$ cat src/hdl/cr_pkg.sv
// Purpose: constants and types shared by the processor register set
// Assumes: one core clock, synchronous active-high reset
// Notes: the register set is driven by an external decoder through a command port
// Summary of operation
// - Reset leaves the accumulator unchanged.
// - Reset clears the high index byte; the low index byte is kept.
// - Reset loads the stack top pointer with 0x00FF.
// - After reset the fetch pointer is loaded from the vector at 0xFFFE/0xFFFF.
// - Each sequential byte fetch advances the fetch pointer by one.
// - Jumps and taken branches load a new target.
// - The stack top pointer addresses the next free byte of a downward stack.
// - Stack adjust adds a sign-extended 8-bit immediate to the full pointer.
// - Stack low reset changes only the low byte of the stack top pointer.
// - Indexed forms use high:low index bytes as one 16-bit pointer.
// - The low index byte supports unary operations and exchange with accumulator.
// - The accumulator feeds one ALU input and receives ALU results.
// - Core registers are not addressable; memory is one 64-Kbyte space.
// - Direct addressing reaches only 0x0000 to 0x00FF with one address byte.
// - Relative addressing adds a signed 8-bit offset to form the target.
// - Five index-relative forms exist, some incrementing the pointer after use.
// - The datapath does 8x8 multiply and 16/8 divide.
// - Memory-to-memory moves exist in four source/destination combinations.
// - Stop and wait commands signal entry into low-power modes.
package cr_pkg;
  localparam logic [15:0] TOP_RST = 16'h00FF;
  localparam logic [7:0] TOP_LOW_RST = 8'hFF;
  localparam logic [7:0] IDX_HI_RST = 8'h00;
  localparam logic [15:0] FP_RST = 16'h0000;
  localparam logic [15:0] VEC_HI_ADDR = 16'hFFFE;
  localparam logic [15:0] VEC_LO_ADDR = 16'hFFFF;
  localparam logic [7:0] DIRECT_PAGE = 8'h00;
  localparam logic [15:0] ONE16 = 16'h0001;

  typedef enum logic [4:0] {
    OP_NOP = 5'h00, OP_FETCH = 5'h01, OP_JUMP = 5'h02, OP_BRANCH = 5'h03,
    OP_ALU_A = 5'h04, OP_ALU_X = 5'h05, OP_STA = 5'h06, OP_LDHX = 5'h07,
    OP_XCHG = 5'h08, OP_ADJ = 5'h09, OP_SLR = 5'h0A, OP_PUSH = 5'h0B,
    OP_PULL = 5'h0C, OP_MUL = 5'h0D, OP_DIV = 5'h0E, OP_MOVE = 5'h0F,
    OP_STOP = 5'h10, OP_WAIT = 5'h11
  } cr_op_e;

  typedef enum logic [3:0] {
    AM_IMM = 4'h0, AM_DIR = 4'h1, AM_EXT = 4'h2, AM_IX = 4'h3,
    AM_IX1 = 4'h4, AM_IX2 = 4'h5, AM_IXP = 4'h6, AM_IX1P = 4'h7,
    AM_TOP1 = 4'h8, AM_TOP2 = 4'h9, AM_REL = 4'hA
  } cr_mode_e;

  typedef enum logic [3:0] {
    AL_ADD = 4'h0, AL_ADC = 4'h1, AL_SUB = 4'h2, AL_AND = 4'h3,
    AL_OR = 4'h4, AL_XOR = 4'h5, AL_LD = 4'h6, AL_CLR = 4'h7,
    AL_INC = 4'h8, AL_DEC = 4'h9, AL_COM = 4'hA, AL_NEG = 4'hB,
    AL_LSL = 4'hC, AL_LSR = 4'hD, AL_ROL = 4'hE, AL_ROR = 4'hF
  } cr_alu_e;

  typedef enum logic [1:0] {
    MV_DD = 2'h0, MV_DIXP = 2'h1, MV_IXPD = 2'h2, MV_IMD = 2'h3
  } cr_move_e;

  typedef enum logic [2:0] {
    ST_V0 = 3'h0, ST_V1 = 3'h1, ST_V2 = 3'h2, ST_V3 = 3'h3,
    ST_IDLE = 3'h4, ST_RD1 = 3'h5, ST_RD2 = 3'h6, ST_LOWP = 3'h7
  } cr_state_e;
endpackage

$ cat src/hdl/cr_agu.sv
// Purpose: effective address generation for all addressing forms
// Assumes: 16-bit linear address space, registers are never addresses
// Notes: post-increment is reported, the caller updates the pointer
`timescale 1ns/1ps
module cr_agu (
  // addressing request
  input cr_pkg::cr_mode_e mode,
  input wire logic [15:0] imm,
  // pointers
  input wire logic [15:0] hx,
  input wire logic [15:0] stk,
  input wire logic [15:0] fp,
  // result
  output logic [15:0] ea,
  output logic post_inc
);
  import cr_pkg::*;
  logic [15:0] off8;
  logic [15:0] soff8;

  assign off8 = {8'h00, imm[7:0]};
  assign soff8 = {{8{imm[7]}}, imm[7:0]};

  always_comb begin
    post_inc = 1'b0;
    ea = fp;
    case (mode)
      AM_DIR: ea = {DIRECT_PAGE, imm[7:0]};
      AM_EXT: ea = imm;
      AM_IX: ea = hx;
      AM_IX1: ea = hx + off8;
      AM_IX2: ea = hx + imm;
      AM_IXP: begin
        ea = hx;
        post_inc = 1'b1;
      end
      AM_IX1P: begin
        ea = hx + off8;
        post_inc = 1'b1;
      end
      AM_TOP1: ea = stk + off8;
      AM_TOP2: ea = stk + imm;
      AM_REL: ea = fp + soff8;
      default: ea = fp;
    endcase
  end
endmodule

$ cat src/hdl/cr_alu.sv
// Purpose: 8-bit ALU with multiply and divide
// Assumes: purely combinational, operand a is the accumulator or low index
// Notes: divide reports an error and still drives the truncated quotient on quot
`timescale 1ns/1ps
module cr_alu #(
  parameter int W = 8
) (
  // operation
  input cr_pkg::cr_alu_e op,
  input wire logic [W-1:0] a,
  input wire logic [W-1:0] b,
  input wire logic ci,
  output logic [W-1:0] res,
  output logic co,
  // multiply and divide
  input wire logic [W-1:0] div_hi,
  output logic [2*W-1:0] prod,
  output logic [W-1:0] quot,
  output logic [W-1:0] rem,
  output logic div_err
);
  import cr_pkg::*;
  logic [2*W-1:0] dividend;
  logic [2*W-1:0] divisor;

  if (W < 2) begin : g_bad_width
    $error("cr_alu: W must be at least 2");
  end

  always_comb begin
    co = ci;
    res = a;
    unique case (op)
      AL_ADD: {co, res} = {1'b0, a} + {1'b0, b};
      AL_ADC: {co, res} = {1'b0, a} + {1'b0, b} + {{W{1'b0}}, ci};
      AL_SUB: {co, res} = {1'b0, a} - {1'b0, b};
      AL_AND: res = a & b;
      AL_OR: res = a | b;
      AL_XOR: res = a ^ b;
      AL_LD: res = b;
      AL_CLR: res = '0;
      AL_INC: res = a + {{(W-1){1'b0}}, 1'b1};
      AL_DEC: res = a - {{(W-1){1'b0}}, 1'b1};
      AL_COM: {co, res} = {1'b1, ~a};
      AL_NEG: {co, res} = {(W+1){1'b0}} - {1'b0, a};
      AL_LSL: {co, res} = {a, 1'b0};
      AL_LSR: {res, co} = {1'b0, a};
      AL_ROL: {co, res} = {a, ci};
      AL_ROR: {res, co} = {ci, a};
    endcase
  end

  // a zero divisor is replaced so the divider never sees it
  assign dividend = {div_hi, a};
  assign divisor = (b == '0) ? {{(2*W-1){1'b0}}, 1'b1} : {{W{1'b0}}, b};
  assign div_err = (b == '0) || (div_hi >= b);
  assign prod = {{W{1'b0}}, a} * {{W{1'b0}}, b};
  always_comb begin
    logic [2*W-1:0] q;
    logic [2*W-1:0] r;
    q = dividend / divisor;
    r = dividend % divisor;
    quot = q[W-1:0];
    rem = r[W-1:0];
  end
endmodule

$ cat src/hdl/cr_core.sv
// Purpose: programmer-visible register set and datapath sequencing
// Assumes: memory answers a read one cycle after mem_rd is seen
// Notes: registers are visible only on ports, never on the address bus
`timescale 1ns/1ps
module cr_core (
  // clock and reset
  input wire logic core_clk,
  input wire logic sys_rst,
  // decoded command
  input wire logic cmd_valid,
  output logic cmd_ready,
  input cr_pkg::cr_op_e cmd_op,
  input cr_pkg::cr_mode_e cmd_mode,
  input cr_pkg::cr_alu_e cmd_alu,
  input cr_pkg::cr_move_e cmd_move,
  input wire logic [15:0] cmd_imm,
  input wire logic cmd_cond,
  // returned bytes
  output logic [7:0] fetch_data,
  output logic fetch_valid,
  // memory bus
  output logic [15:0] mem_addr,
  output logic mem_rd,
  output logic mem_wr,
  output logic [7:0] mem_wdata,
  input wire logic [7:0] mem_rdata,
  // power
  input wire logic wake,
  output logic stop_mode,
  output logic wait_mode,
  // register view
  output logic [7:0] acc,
  output logic [15:0] idx_ptr,
  output logic [15:0] stack_top_pointer,
  output logic [15:0] fetch_pointer,
  output logic alu_carry,
  output logic div_err,
  output logic running
);
  import cr_pkg::*;

  cr_state_e state_reg;
  cr_op_e op_reg;
  cr_alu_e alu_op_reg;
  logic [7:0] acc_reg;
  logic [7:0] idx_hi_reg;
  logic [7:0] idx_lo_reg;
  logic [15:0] stk_reg;
  logic [15:0] fp_reg;
  logic [7:0] vec_hi_reg;
  logic [15:0] dst_reg;
  logic carry_reg;
  logic div_err_reg;
  logic stop_reg;
  logic wait_reg;
  logic [7:0] fetch_data_reg;
  logic fetch_valid_reg;
  logic [15:0] mem_addr_reg;
  logic mem_rd_reg;
  logic mem_wr_reg;
  logic [7:0] mem_wdata_reg;
  logic wake_meta_reg;
  logic wake_sync_reg;

  logic take;
  logic [15:0] hx;
  logic [15:0] ea;
  logic agu_post;
  logic hx_inc;
  logic [15:0] mv_src;
  logic [15:0] mv_dst;
  logic mv_inc;
  logic iss_rd;
  logic iss_wr;
  logic [15:0] iss_addr;
  logic [7:0] iss_data;
  cr_alu_e alu_op;
  logic [7:0] alu_a;
  logic [7:0] alu_b;
  logic [7:0] alu_res;
  logic alu_co;
  logic [15:0] prod;
  logic [7:0] quot;
  logic [7:0] rem;
  logic dv_err;
  logic alu_now;
  logic alu_late;

  assign hx = {idx_hi_reg, idx_lo_reg};
  assign cmd_ready = (state_reg == ST_IDLE);
  assign take = cmd_valid && cmd_ready;

  cr_agu u_agu (
    .mode(cmd_mode),
    .imm(cmd_imm),
    .hx(hx),
    .stk(stk_reg),
    .fp(fp_reg),
    .ea(ea),
    .post_inc(agu_post)
  );

  // alu sees the pending operation while the memory operand returns
  assign alu_late = (state_reg == ST_RD2) && (op_reg == OP_ALU_A);
  assign alu_now = take && ((cmd_op == OP_ALU_X) ||
                            (cmd_op == OP_ALU_A && cmd_mode == AM_IMM));
  assign alu_op = alu_late ? alu_op_reg : cmd_alu;
  assign alu_a = (!alu_late && cmd_op == OP_ALU_X) ? idx_lo_reg : acc_reg;
  assign alu_b = alu_late ? mem_rdata :
                 (cmd_op == OP_MUL || cmd_op == OP_DIV) ? idx_lo_reg : cmd_imm[7:0];

  cr_alu #(.W(8)) u_alu (
    .op(alu_op),
    .a(alu_a),
    .b(alu_b),
    .ci(carry_reg),
    .res(alu_res),
    .co(alu_co),
    .div_hi(idx_hi_reg),
    .prod(prod),
    .quot(quot),
    .rem(rem),
    .div_err(dv_err)
  );

  // four move forms, direct bytes come from the instruction stream
  always_comb begin
    mv_src = {DIRECT_PAGE, cmd_imm[7:0]};
    mv_dst = {DIRECT_PAGE, cmd_imm[15:8]};
    mv_inc = 1'b0;
    unique case (cmd_move)
      MV_DD: mv_dst = {DIRECT_PAGE, cmd_imm[15:8]};
      MV_DIXP: begin
        mv_dst = hx;
        mv_inc = 1'b1;
      end
      MV_IXPD: begin
        mv_src = hx;
        mv_inc = 1'b1;
      end
      MV_IMD: mv_src = fp_reg;
    endcase
  end

  assign hx_inc = take && ((agu_post && (cmd_op == OP_ALU_A || cmd_op == OP_STA ||
                                         cmd_op == OP_JUMP)) ||
                           (cmd_op == OP_MOVE && mv_inc));

  // memory request for the next cycle; core registers never go on the bus
  always_comb begin
    iss_rd = 1'b0;
    iss_wr = 1'b0;
    iss_addr = fp_reg;
    iss_data = acc_reg;
    unique case (state_reg)
      ST_V0: begin
        iss_rd = 1'b1;
        iss_addr = VEC_HI_ADDR;
      end
      ST_V1: begin
        iss_rd = 1'b1;
        iss_addr = VEC_LO_ADDR;
      end
      ST_IDLE: begin
        if (cmd_valid) begin
          case (cmd_op)
            OP_FETCH: iss_rd = 1'b1;
            OP_ALU_A: begin
              iss_rd = (cmd_mode != AM_IMM);
              iss_addr = ea;
            end
            OP_STA: begin
              iss_wr = 1'b1;
              iss_addr = ea;
            end
            OP_PUSH: begin
              iss_wr = 1'b1;
              iss_addr = stk_reg;
              iss_data = cmd_imm[7:0];
            end
            OP_PULL: begin
              iss_rd = 1'b1;
              iss_addr = stk_reg + ONE16;
            end
            OP_MOVE: begin
              iss_rd = (cmd_move != MV_IMD);
              iss_wr = (cmd_move == MV_IMD);
              iss_addr = (cmd_move == MV_IMD) ? mv_dst : mv_src;
              iss_data = cmd_imm[7:0];
            end
            default: iss_rd = 1'b0;
          endcase
        end
      end
      ST_RD2: begin
        iss_wr = (op_reg == OP_MOVE);
        iss_addr = dst_reg;
        iss_data = mem_rdata;
      end
      ST_V2, ST_V3, ST_RD1, ST_LOWP: iss_rd = 1'b0;
    endcase
  end

  always_ff @(posedge core_clk) begin
    if (sys_rst) begin
      mem_rd_reg <= 1'b0;
      mem_wr_reg <= 1'b0;
      mem_addr_reg <= FP_RST;
      mem_wdata_reg <= 8'h00;
    end else begin
      mem_rd_reg <= iss_rd;
      mem_wr_reg <= iss_wr;
      mem_addr_reg <= iss_addr;
      mem_wdata_reg <= iss_data;
    end
  end

  // wake may come from a pin, so it is synchronised first
  always_ff @(posedge core_clk) begin
    if (sys_rst) begin
      wake_meta_reg <= 1'b0;
      wake_sync_reg <= 1'b0;
    end else begin
      wake_meta_reg <= wake;
      wake_sync_reg <= wake_meta_reg;
    end
  end

  always_ff @(posedge core_clk) begin
    if (sys_rst) begin
      state_reg <= ST_V0;
    end else begin
      unique case (state_reg)
        ST_V0: state_reg <= ST_V1;
        ST_V1: state_reg <= ST_V2;
        ST_V2: state_reg <= ST_V3;
        ST_V3: state_reg <= ST_IDLE;
        ST_IDLE: begin
          if (cmd_valid) begin
            if (iss_rd) begin
              state_reg <= ST_RD1;
            end else if (cmd_op == OP_STOP || cmd_op == OP_WAIT) begin
              state_reg <= ST_LOWP;
            end
          end
        end
        ST_RD1: state_reg <= ST_RD2;
        ST_RD2: state_reg <= ST_IDLE;
        ST_LOWP: begin
          if (wake_sync_reg) begin
            state_reg <= ST_IDLE;
          end
        end
      endcase
    end
  end

  always_ff @(posedge core_clk) begin
    if (sys_rst) begin
      op_reg <= OP_NOP;
      alu_op_reg <= AL_ADD;
      dst_reg <= FP_RST;
    end else if (take) begin
      op_reg <= cmd_op;
      alu_op_reg <= cmd_alu;
      dst_reg <= mv_dst;
    end
  end

  // accumulator and low index byte have no reset term at all
  always_ff @(posedge core_clk) begin
    if (sys_rst) begin
      idx_hi_reg <= IDX_HI_RST;
    end else begin
      if (alu_late) begin
        acc_reg <= alu_res;
      end else if (alu_now && cmd_op == OP_ALU_A) begin
        acc_reg <= alu_res;
      end else if (alu_now) begin
        idx_lo_reg <= alu_res;
      end else if (take && cmd_op == OP_XCHG) begin
        acc_reg <= idx_lo_reg;
        idx_lo_reg <= acc_reg;
      end else if (take && cmd_op == OP_LDHX) begin
        idx_hi_reg <= cmd_imm[15:8];
        idx_lo_reg <= cmd_imm[7:0];
      end else if (take && cmd_op == OP_MUL) begin
        idx_lo_reg <= prod[15:8];
        acc_reg <= prod[7:0];
      end else if (take && cmd_op == OP_DIV && !dv_err) begin
        acc_reg <= quot;
        idx_hi_reg <= rem;
      end else if (hx_inc) begin
        {idx_hi_reg, idx_lo_reg} <= hx + ONE16;
      end
    end
  end

  always_ff @(posedge core_clk) begin
    if (sys_rst) begin
      carry_reg <= 1'b0;
      div_err_reg <= 1'b0;
    end else begin
      if (alu_late || alu_now) begin
        carry_reg <= alu_co;
      end
      div_err_reg <= take && (cmd_op == OP_DIV) && dv_err;
    end
  end

  always_ff @(posedge core_clk) begin
    if (sys_rst) begin
      stk_reg <= TOP_RST;
    end else if (take) begin
      case (cmd_op)
        OP_ADJ: stk_reg <= stk_reg + {{8{cmd_imm[7]}}, cmd_imm[7:0]};
        OP_SLR: stk_reg <= {stk_reg[15:8], TOP_LOW_RST};
        OP_PUSH: stk_reg <= stk_reg - ONE16;
        OP_PULL: stk_reg <= stk_reg + ONE16;
        default: stk_reg <= stk_reg;
      endcase
    end
  end

  always_ff @(posedge core_clk) begin
    if (sys_rst) begin
      fp_reg <= FP_RST;
      vec_hi_reg <= 8'h00;
    end else if (state_reg == ST_V2) begin
      vec_hi_reg <= mem_rdata;
    end else if (state_reg == ST_V3) begin
      fp_reg <= {vec_hi_reg, mem_rdata};
    end else if (take) begin
      case (cmd_op)
        OP_FETCH: fp_reg <= fp_reg + ONE16;
        OP_JUMP: fp_reg <= ea;
        OP_BRANCH: begin
          if (cmd_cond) begin
            fp_reg <= fp_reg + {{8{cmd_imm[7]}}, cmd_imm[7:0]};
          end
        end
        default: fp_reg <= fp_reg;
      endcase
    end
  end

  always_ff @(posedge core_clk) begin
    if (sys_rst) begin
      fetch_data_reg <= 8'h00;
      fetch_valid_reg <= 1'b0;
    end else begin
      fetch_valid_reg <= (state_reg == ST_RD2) &&
                         (op_reg == OP_FETCH || op_reg == OP_PULL);
      if (state_reg == ST_RD2) begin
        fetch_data_reg <= mem_rdata;
      end
    end
  end

  // the low-power flags hold until a synchronised wake arrives
  always_ff @(posedge core_clk) begin
    if (sys_rst) begin
      stop_reg <= 1'b0;
      wait_reg <= 1'b0;
    end else if (take && cmd_op == OP_STOP) begin
      stop_reg <= 1'b1;
    end else if (take && cmd_op == OP_WAIT) begin
      wait_reg <= 1'b1;
    end else if (state_reg == ST_LOWP && wake_sync_reg) begin
      stop_reg <= 1'b0;
      wait_reg <= 1'b0;
    end
  end

  assign mem_addr = mem_addr_reg;
  assign mem_rd = mem_rd_reg;
  assign mem_wr = mem_wr_reg;
  assign mem_wdata = mem_wdata_reg;
  assign fetch_data = fetch_data_reg;
  assign fetch_valid = fetch_valid_reg;
  assign stop_mode = stop_reg;
  assign wait_mode = wait_reg;
  assign acc = acc_reg;
  assign idx_ptr = hx;
  assign stack_top_pointer = stk_reg;
  assign fetch_pointer = fp_reg;
  assign alu_carry = carry_reg;
  assign div_err = div_err_reg;
  assign running = (state_reg != ST_V0) && (state_reg != ST_V1) &&
                   (state_reg != ST_V2) && (state_reg != ST_V3);
endmodule

$ cat config.mk
export PLATFORM = sky130hd
export DESIGN_NAME = cr_core
export DESIGN_NICKNAME = d
export VERILOG_FILES = /design/src/hdl/cr_pkg.sv /design/src/hdl/cr_agu.sv /design/src/hdl/cr_alu.sv /design/src/hdl/cr_core.sv
export SDC_FILE = /design/constraint.sdc
export NUM_CORES = 1
export LEC_CHECK = 0
export ABC_AREA = 1
export BUFFER_PORTS_ARGS = -buffer_cell sky130_fd_sc_hd__buf_2
export CELL_PAD_IN_SITES_DETAIL_PLACEMENT = 1
export CELL_PAD_IN_SITES_GLOBAL_PLACEMENT = 1
export CORE_ASPECT_RATIO = 1.25
export CORE_MARGIN = 5
export CORE_UTILIZATION = 48
export DETAILED_ROUTE_END_ITERATION = 6
export GPL_TIMING_DRIVEN = 1
export PLACE_DENSITY = 0.9
export SLEW_MARGIN = 20
export SYNTH_ARGS = -nofsm -noshare
export SYNTH_HDL_FRONTEND = slang
export SYNTH_HIERARCHICAL = 1
export SYNTH_SLANG_ARGS = --single-unit
$ cat constraint.sdc
create_clock -name core_clk -period 52.8 [get_ports core_clk]
set_input_delay 10.56 -clock core_clk [delete_from_list [all_inputs] [get_ports core_clk]]
set_output_delay 10.56 -clock core_clk [all_outputs]
set_load 0.03 [all_outputs]
Yosys cells after proc, flatten, opt, wreduce, memory -nomap -nowiden:

Index checks and enable logic that the tools add are counted.

* input bits: 44
* register bits after elaboration: 133

* eq/ne operators: 69
* divide/modulo/power cells: 2
* add/subtract/negate cells: 16
* $lt $le $gt $ge: 1
* bitwise operators: 12
* multiply operators: 1
* multiplexer cells: 56
* reductions and logical operators: 71

Operators with widths (count)
* case mux 16 bit (4 select lines): 3
* two-way mux 8 bit: 23
* case mux 16 bit (8 select lines): 1
* case mux 8 bit (16 select lines): 1
* two-way mux 16 bit: 7
* adder 16 bit: 4
* == test 5 x 4 -> 1 bit (second input constant): 10
* adder 16 x 1 -> 16 bit (second input constant): 3
* case mux 16 bit (3 select lines): 1
* == test 4 bit (second input constant): 11
* adder 16 x 8 -> 16 bit: 2
* == test 4 x 3 -> 1 bit (second input constant): 8
* == test 5 x 3 -> 1 bit (second input constant): 5
* OR reduction 2 bit: 12
* logical AND 1 bit: 22
* case mux 3 bit (7 select lines): 1
* divider 16 x 16 -> 16 bit: 1
* == test 4 x 2 -> 1 bit (second input constant): 4
* remainder unit 16 x 16 -> 16 bit: 1
* multiplier 8 x 8 -> 16 bit: 1
* case mux 8 bit (2 select lines): 1
* subtractor 16 x 1 -> 16 bit (second input constant): 1
* == test 3 bit (second input constant): 4
* two-way mux 3 bit: 4
* 46 further kinds: 97

Depth between registers and ports, before layout:

* word-level depth: 15
* mapped depth: 214
* gate-level depth less buffers: 207

By module:

The synthesis kept the hierarchy.

By module, submodules not included
* cr_alu: instances 1, cells each 1609, area an instance 9795.6 µm², sequential area each 0.0 µm²
* cr_core: instances 1, cells each 1514, area an instance 9790.6 µm², sequential area each 2822.7 µm²
* cr_agu: instances 1, cells each 704, area an instance 3518.4 µm², sequential area each 0.0 µm²

Worst setup path after synthesis:

OpenSTA, ideal clock, no wires.

* path type: input to register
* from: input port cmd_op[0]
* to: register idx_hi_reg[1]
* slack: 17.326 ns
* stages on the path: 196
* required time: 52.681 ns
* arrival time: 35.355 ns
* setup time: 0.119 ns
* path buffers: 7
* path through: buf_6 > nand2_4 > clkinv_2 > nor3_2 > inv_1 > nand2_1 > a31oi_1 > buf_6 > nor2_4 > nand2_2 > nor3_1 > nand2_1 > nand2_1 > inv_1 > ha_1 > nand2_2 > nand2_2 > nand2_1 > (+160 left out) > inv_1 > o21ai_0 > a31oi_1 > o21ai_0 > o21ai_0 > nand2_1 > a21oi_1 > nand2_1 > nor2_1 > nand2_1 > nor2_4 > nand3_4 > nand2_1 > nand2_1 > o21ai_0 > a21oi_1 > a211oi_1 > nor2_1

RTL lines
* start: declaration: RTL line cr_core.sv:12 `input cr_pkg::cr_op_e cmd_op,`
* == test 5 x 4 -> 1 bit: RTL line cr_core.sv:110 `(cmd_op == OP_MUL || cmd_op == OP_DIV) ? idx_lo_reg : cmd_imm[7:0];`
* logical OR 1 bit *: RTL line cr_core.sv:110
* two-way mux 8 bit *: RTL line cr_core.sv:110
* two-way mux 8 bit *: RTL line cr_core.sv:109 `assign alu_b = alu_late ? mem_rdata :`
* net alu_b[6]: RTL line cr_core.sv:79 `logic [7:0] alu_b;`
* logical NOT 8 bit: RTL line cr_alu.sv:55 `assign divisor = (b == '0) ? {{(2*W-1){1'b0}}, 1'b1} : {{W{1'b0}}, b};`
* two-way mux 8 bit *: RTL line cr_alu.sv:55
* remainder unit 16 x 16 -> 16 bit *: RTL line cr_alu.sv:62 `r = dividend % divisor;`
* net rem[1]: RTL line cr_core.sv:84 `logic [7:0] rem;`
* two-way mux 8 bit *: RTL line cr_core.sv:290 `end else if (take && cmd_op == OP_DIV && !dv_err) begin`
* two-way mux 8 bit *: RTL line cr_core.sv:287 `end else if (take && cmd_op == OP_MUL) begin`
* two-way mux 8 bit *: RTL line cr_core.sv:284 `end else if (take && cmd_op == OP_LDHX) begin`
* end signal: assignment: RTL line cr_core.sv:285 `idx_hi_reg <= cmd_imm[15:8];`
* end signal: assignment: RTL line cr_core.sv:292 `idx_hi_reg <= rem;`
* end signal: assignment: RTL line cr_core.sv:294 `{idx_hi_reg, idx_lo_reg} <= hx + ONE16;`
* end: declaration: RTL line cr_core.sv:46 `logic [7:0] idx_hi_reg;`

The timed path passes the listed nets; every way through them passes the cells marked *. The select of a mux whose other input is x is not followed.
A chain may end at the register's enable or synchronous reset.

Worst setup path in the final report:

* from: input port cmd_op[4]
* to: register idx_hi_reg[6]

The elaborated chain is that of the path after synthesis.

==> summary.md <==
| Metric | Value |
|---|---|
| Outcome | finished clean |
| Post-CTS setup buffers | 0 |
| Largest net degree at the start of global routing | 45 |
| Die width | 206 um |
| Initial Utilization | between 40% and 50% |
| Setup TNS | 0 ns |
| Syn Inst Count | 3827 |
| Min Hold Slack | 0.455 ns |
| Fmax | approximately 25 MHz |
| Die Y | 255 um |
| Num CTS Buffers | 17 |
| CP max-delay cell | a21oi_1 |
| Max clock buf depth | 2 |
| CTS resizes | 0 |
| Area after DPL | 24400 um2 |
| I/O Pins | approximately 140 |
| Seq cells post-synth | 133 |
| First-pass DRT Iterations | 6 |
| Design Area, Final | 25000 um2 |
| CTS tree | done |
| Post-synthesis sequential area ratio | between 10 and 15% |
| Drt drc | 0 |
| Startpoint Class | primary input |
| Slowest stage delay, CP | 0.64 ns |
| Final #Nets | approximately 4300 |
| Synth area leader | nand2_1 |
| RSZ-0062 raised after global routing | false |
| Skew final | 0.0153 ns |
| CTS clk-pin slew, worst paths | 0.08 ns |
| Hold_buf cts | 0 |
| First DRT Iteration DRCs | 2700 |
| Synth-to-Final Area Change | 8.32% |
| Clk root buf | clkbuf_16 |
| H-tree Lvls | 4 |
| Fraction of layout cells with a size suffix above 1 | between 10% and 20% |
| Actual slew at the worst max-slew pin | between 1 and 1.5 ns |
| Main synth FF type | dfxtp_1 |
| Count of cell types in the netlist | 80 |
| Avg Inst Size Synth | about 6 um2 |
| Initial antenna violation count | 3 |
| Critical path startpoint | cmd_op[4] |
| Setup CP Type | in2reg |
| Hold_sp | alu_op_reg[1] |
| Detailed placement HPWL | between 80000 and 90000 um |
| Relative slew slack | 12.7% |
| Vias in the first global route | around 29000 |
| Gpl congestion | 1.02 |
| Vias | 28600 |
| Gr usage total | 40.1% |
| # Max-Cap Violations | 0 |
| Async set or reset register ratio after synthesis | 0% |
| Port Buf Inserts | 140 |
| Tcrit/Tclk final | between 70% and 80% |
| # setup viols final | 0 |
| Synth warnings | 6 |
| GRT overflow | 0 |
| Worst EP required | 53.14 ns |
| Core Region | 48000 um2 |
| Worst r2r src | state_reg[1] |
| Clk_lat worst skew | 0.47 ns |
| Top post-synthesis cells by area | nand2_1, ha_1, dfxtp_1, inv_1, o21ai_0 |
| Clock sink total | 133 |
| CP endpoint kind | flip-flop |
| Slew Viols, Final | 0 |
| Routed Antenna Nets | 0 |
| Number of synthesized flops with an enable pin | 16 |
| Most frequent CP cell | nand2_1 |
| HP Class | reg2reg |
| Via density | 6.24 |
| Fill count | 6916 |
| Share of the synthesized area in the top cell type | between 10% and 20% |
| Mapped Area | 23100 um2 |
| First-pass GRT wire length | 165000 um |
| Die area | 52600 um2 |
| CP Max Fanout | 19 |
| Final WL | 109000 um |
| WL/cell | 23.7 um |
| Final Critical Period | 40.30 ns |
| Std cell rows | 90 |
| Post-Syn Nets | 4152 |
| Final hold violation count | 0 |
| CP arrival | 40.64 ns |
[critical path, delay by kind of cell]
kind / cells / cell delay [ns]
AO/OA/AOI/OAI: 50 / 9.79
AND/OR/NAND/NOR: 108 / 12.44
adder cells (fa/ha/maj): 15 / 4.88
buffers and inverters: 21 / 2.67
XOR/XNOR: 1 / 0.15
[cell usage in the layout (no fill, tap or decap), drive strengths merged, types with 4 or more instances in the layout]
cell type,Yosys,layout
o41ai,7,7
nand2,1029,1029
a41oi,4,4
clkbuf,68,20
a211oi,7,7
xor2,66,66
o22ai,30,30
buf,46,193
a31oi,37,37
edfxtp,16,16
ha,236,236
o21a,6,6
or2,23,23
and2,7,7
xnor2,40,40
o21bai,16,16
a22oi,8,8
nand3b,13,13
nand4,56,56
diode,0,4
clkinv,6,11
nor2,313,313
o221ai,9,9
nor4,6,6
o31ai,9,9
nor3,40,40
a221oi,11,11
a21oi,284,284
a21o,17,17
o2111ai,11,11
dfxtp,117,117
fa,45,45
inv,583,590
o211ai,44,44
o21ai,310,310
a311oi,4,4
nand3,286,286
[metal layers]
layer	track usage [%]	share of wire, %	up-vias	routed length, um
met4	36.7	12	0	12600
met5	0	0	-	0
met1	43.0	35	13300	37500
met3	9.44	9.2	746	10000
li1	-	-	12900	-
met2	65.2	45	1635	48600
[cells in the mapped netlist (all sizes together) (17+ instances only)]
cell,n
a21o,17
ha,236
nand4,56
a31oi,37
nand2,1029
nand3,286
inv,583
o211ai,44
nor2,313
clkbuf,68
xnor2,40
a21oi,284
fa,45
nor3,40
o21ai,310
xor2,66
o22ai,30
dfxtp,117
buf,46
or2,23
[cell type report]
| class | instances | area [um2] | area share, % |
|---|---|---|---|
| multi-input cells | 2991 | 17500 | 69.9 |
| flip-flops and latches | 133 | 2820 | 11.3 |
| inverters | 589 | 2220 | 8.86 |
| repair buffers | 193 | 1100 | 4.39 |
| well taps | 644 | 806 | 3.22 |
| clock buffers | 20 | 468 | 1.87 |
| clock inverters | 12 | 105 | 0.420 |
| diodes | 4 | 10.0 | 0.0400 |
[final timing paths]
kind	to	slack, ns	cells past startpoint
hold reg to reg	alu_op_reg[1]	0.46	2
hold / removal	alu_op_reg[1]	0.46	2
setup reg to reg	idx_hi_reg[6]	21.31	193
setup / recovery	idx_hi_reg[6]	12.50	195
[stage by stage]
step / std cells / worst slack (ns) / utilization [%]
2_1_floorplan: 3827 / 17.33 / -
3_3_place_gp: 4550 / 14.24 / 50.9
3_5_place_dp: 4550 / 12.39 / 50.9
4_1_cts: 4582 / 12.68 / 52.1
5_1_grt: 4582 / 9.34 / 52.2
6_report: 4586 / 12.50 / 52.2
[logic make-up after synthesis]
| family | count (synthesis) | share of synthesized area [%] |
|---|---|---|
| xor gates and xnor gates | 106 | 4.05 |
| and+or+nand+nor | 1776 | 34.2 |
| AOI/OAI and AO/OA | 828 | 20.8 |
| DFF | 133 | 12.2 |
| buffers and inverters | 703 | 12.1 |
| adders and majority gates | 281 | 16.7 |
Power is not shown: default switching activity piles up to over one toggle a cycle in this logic, so the estimate is an artifact.
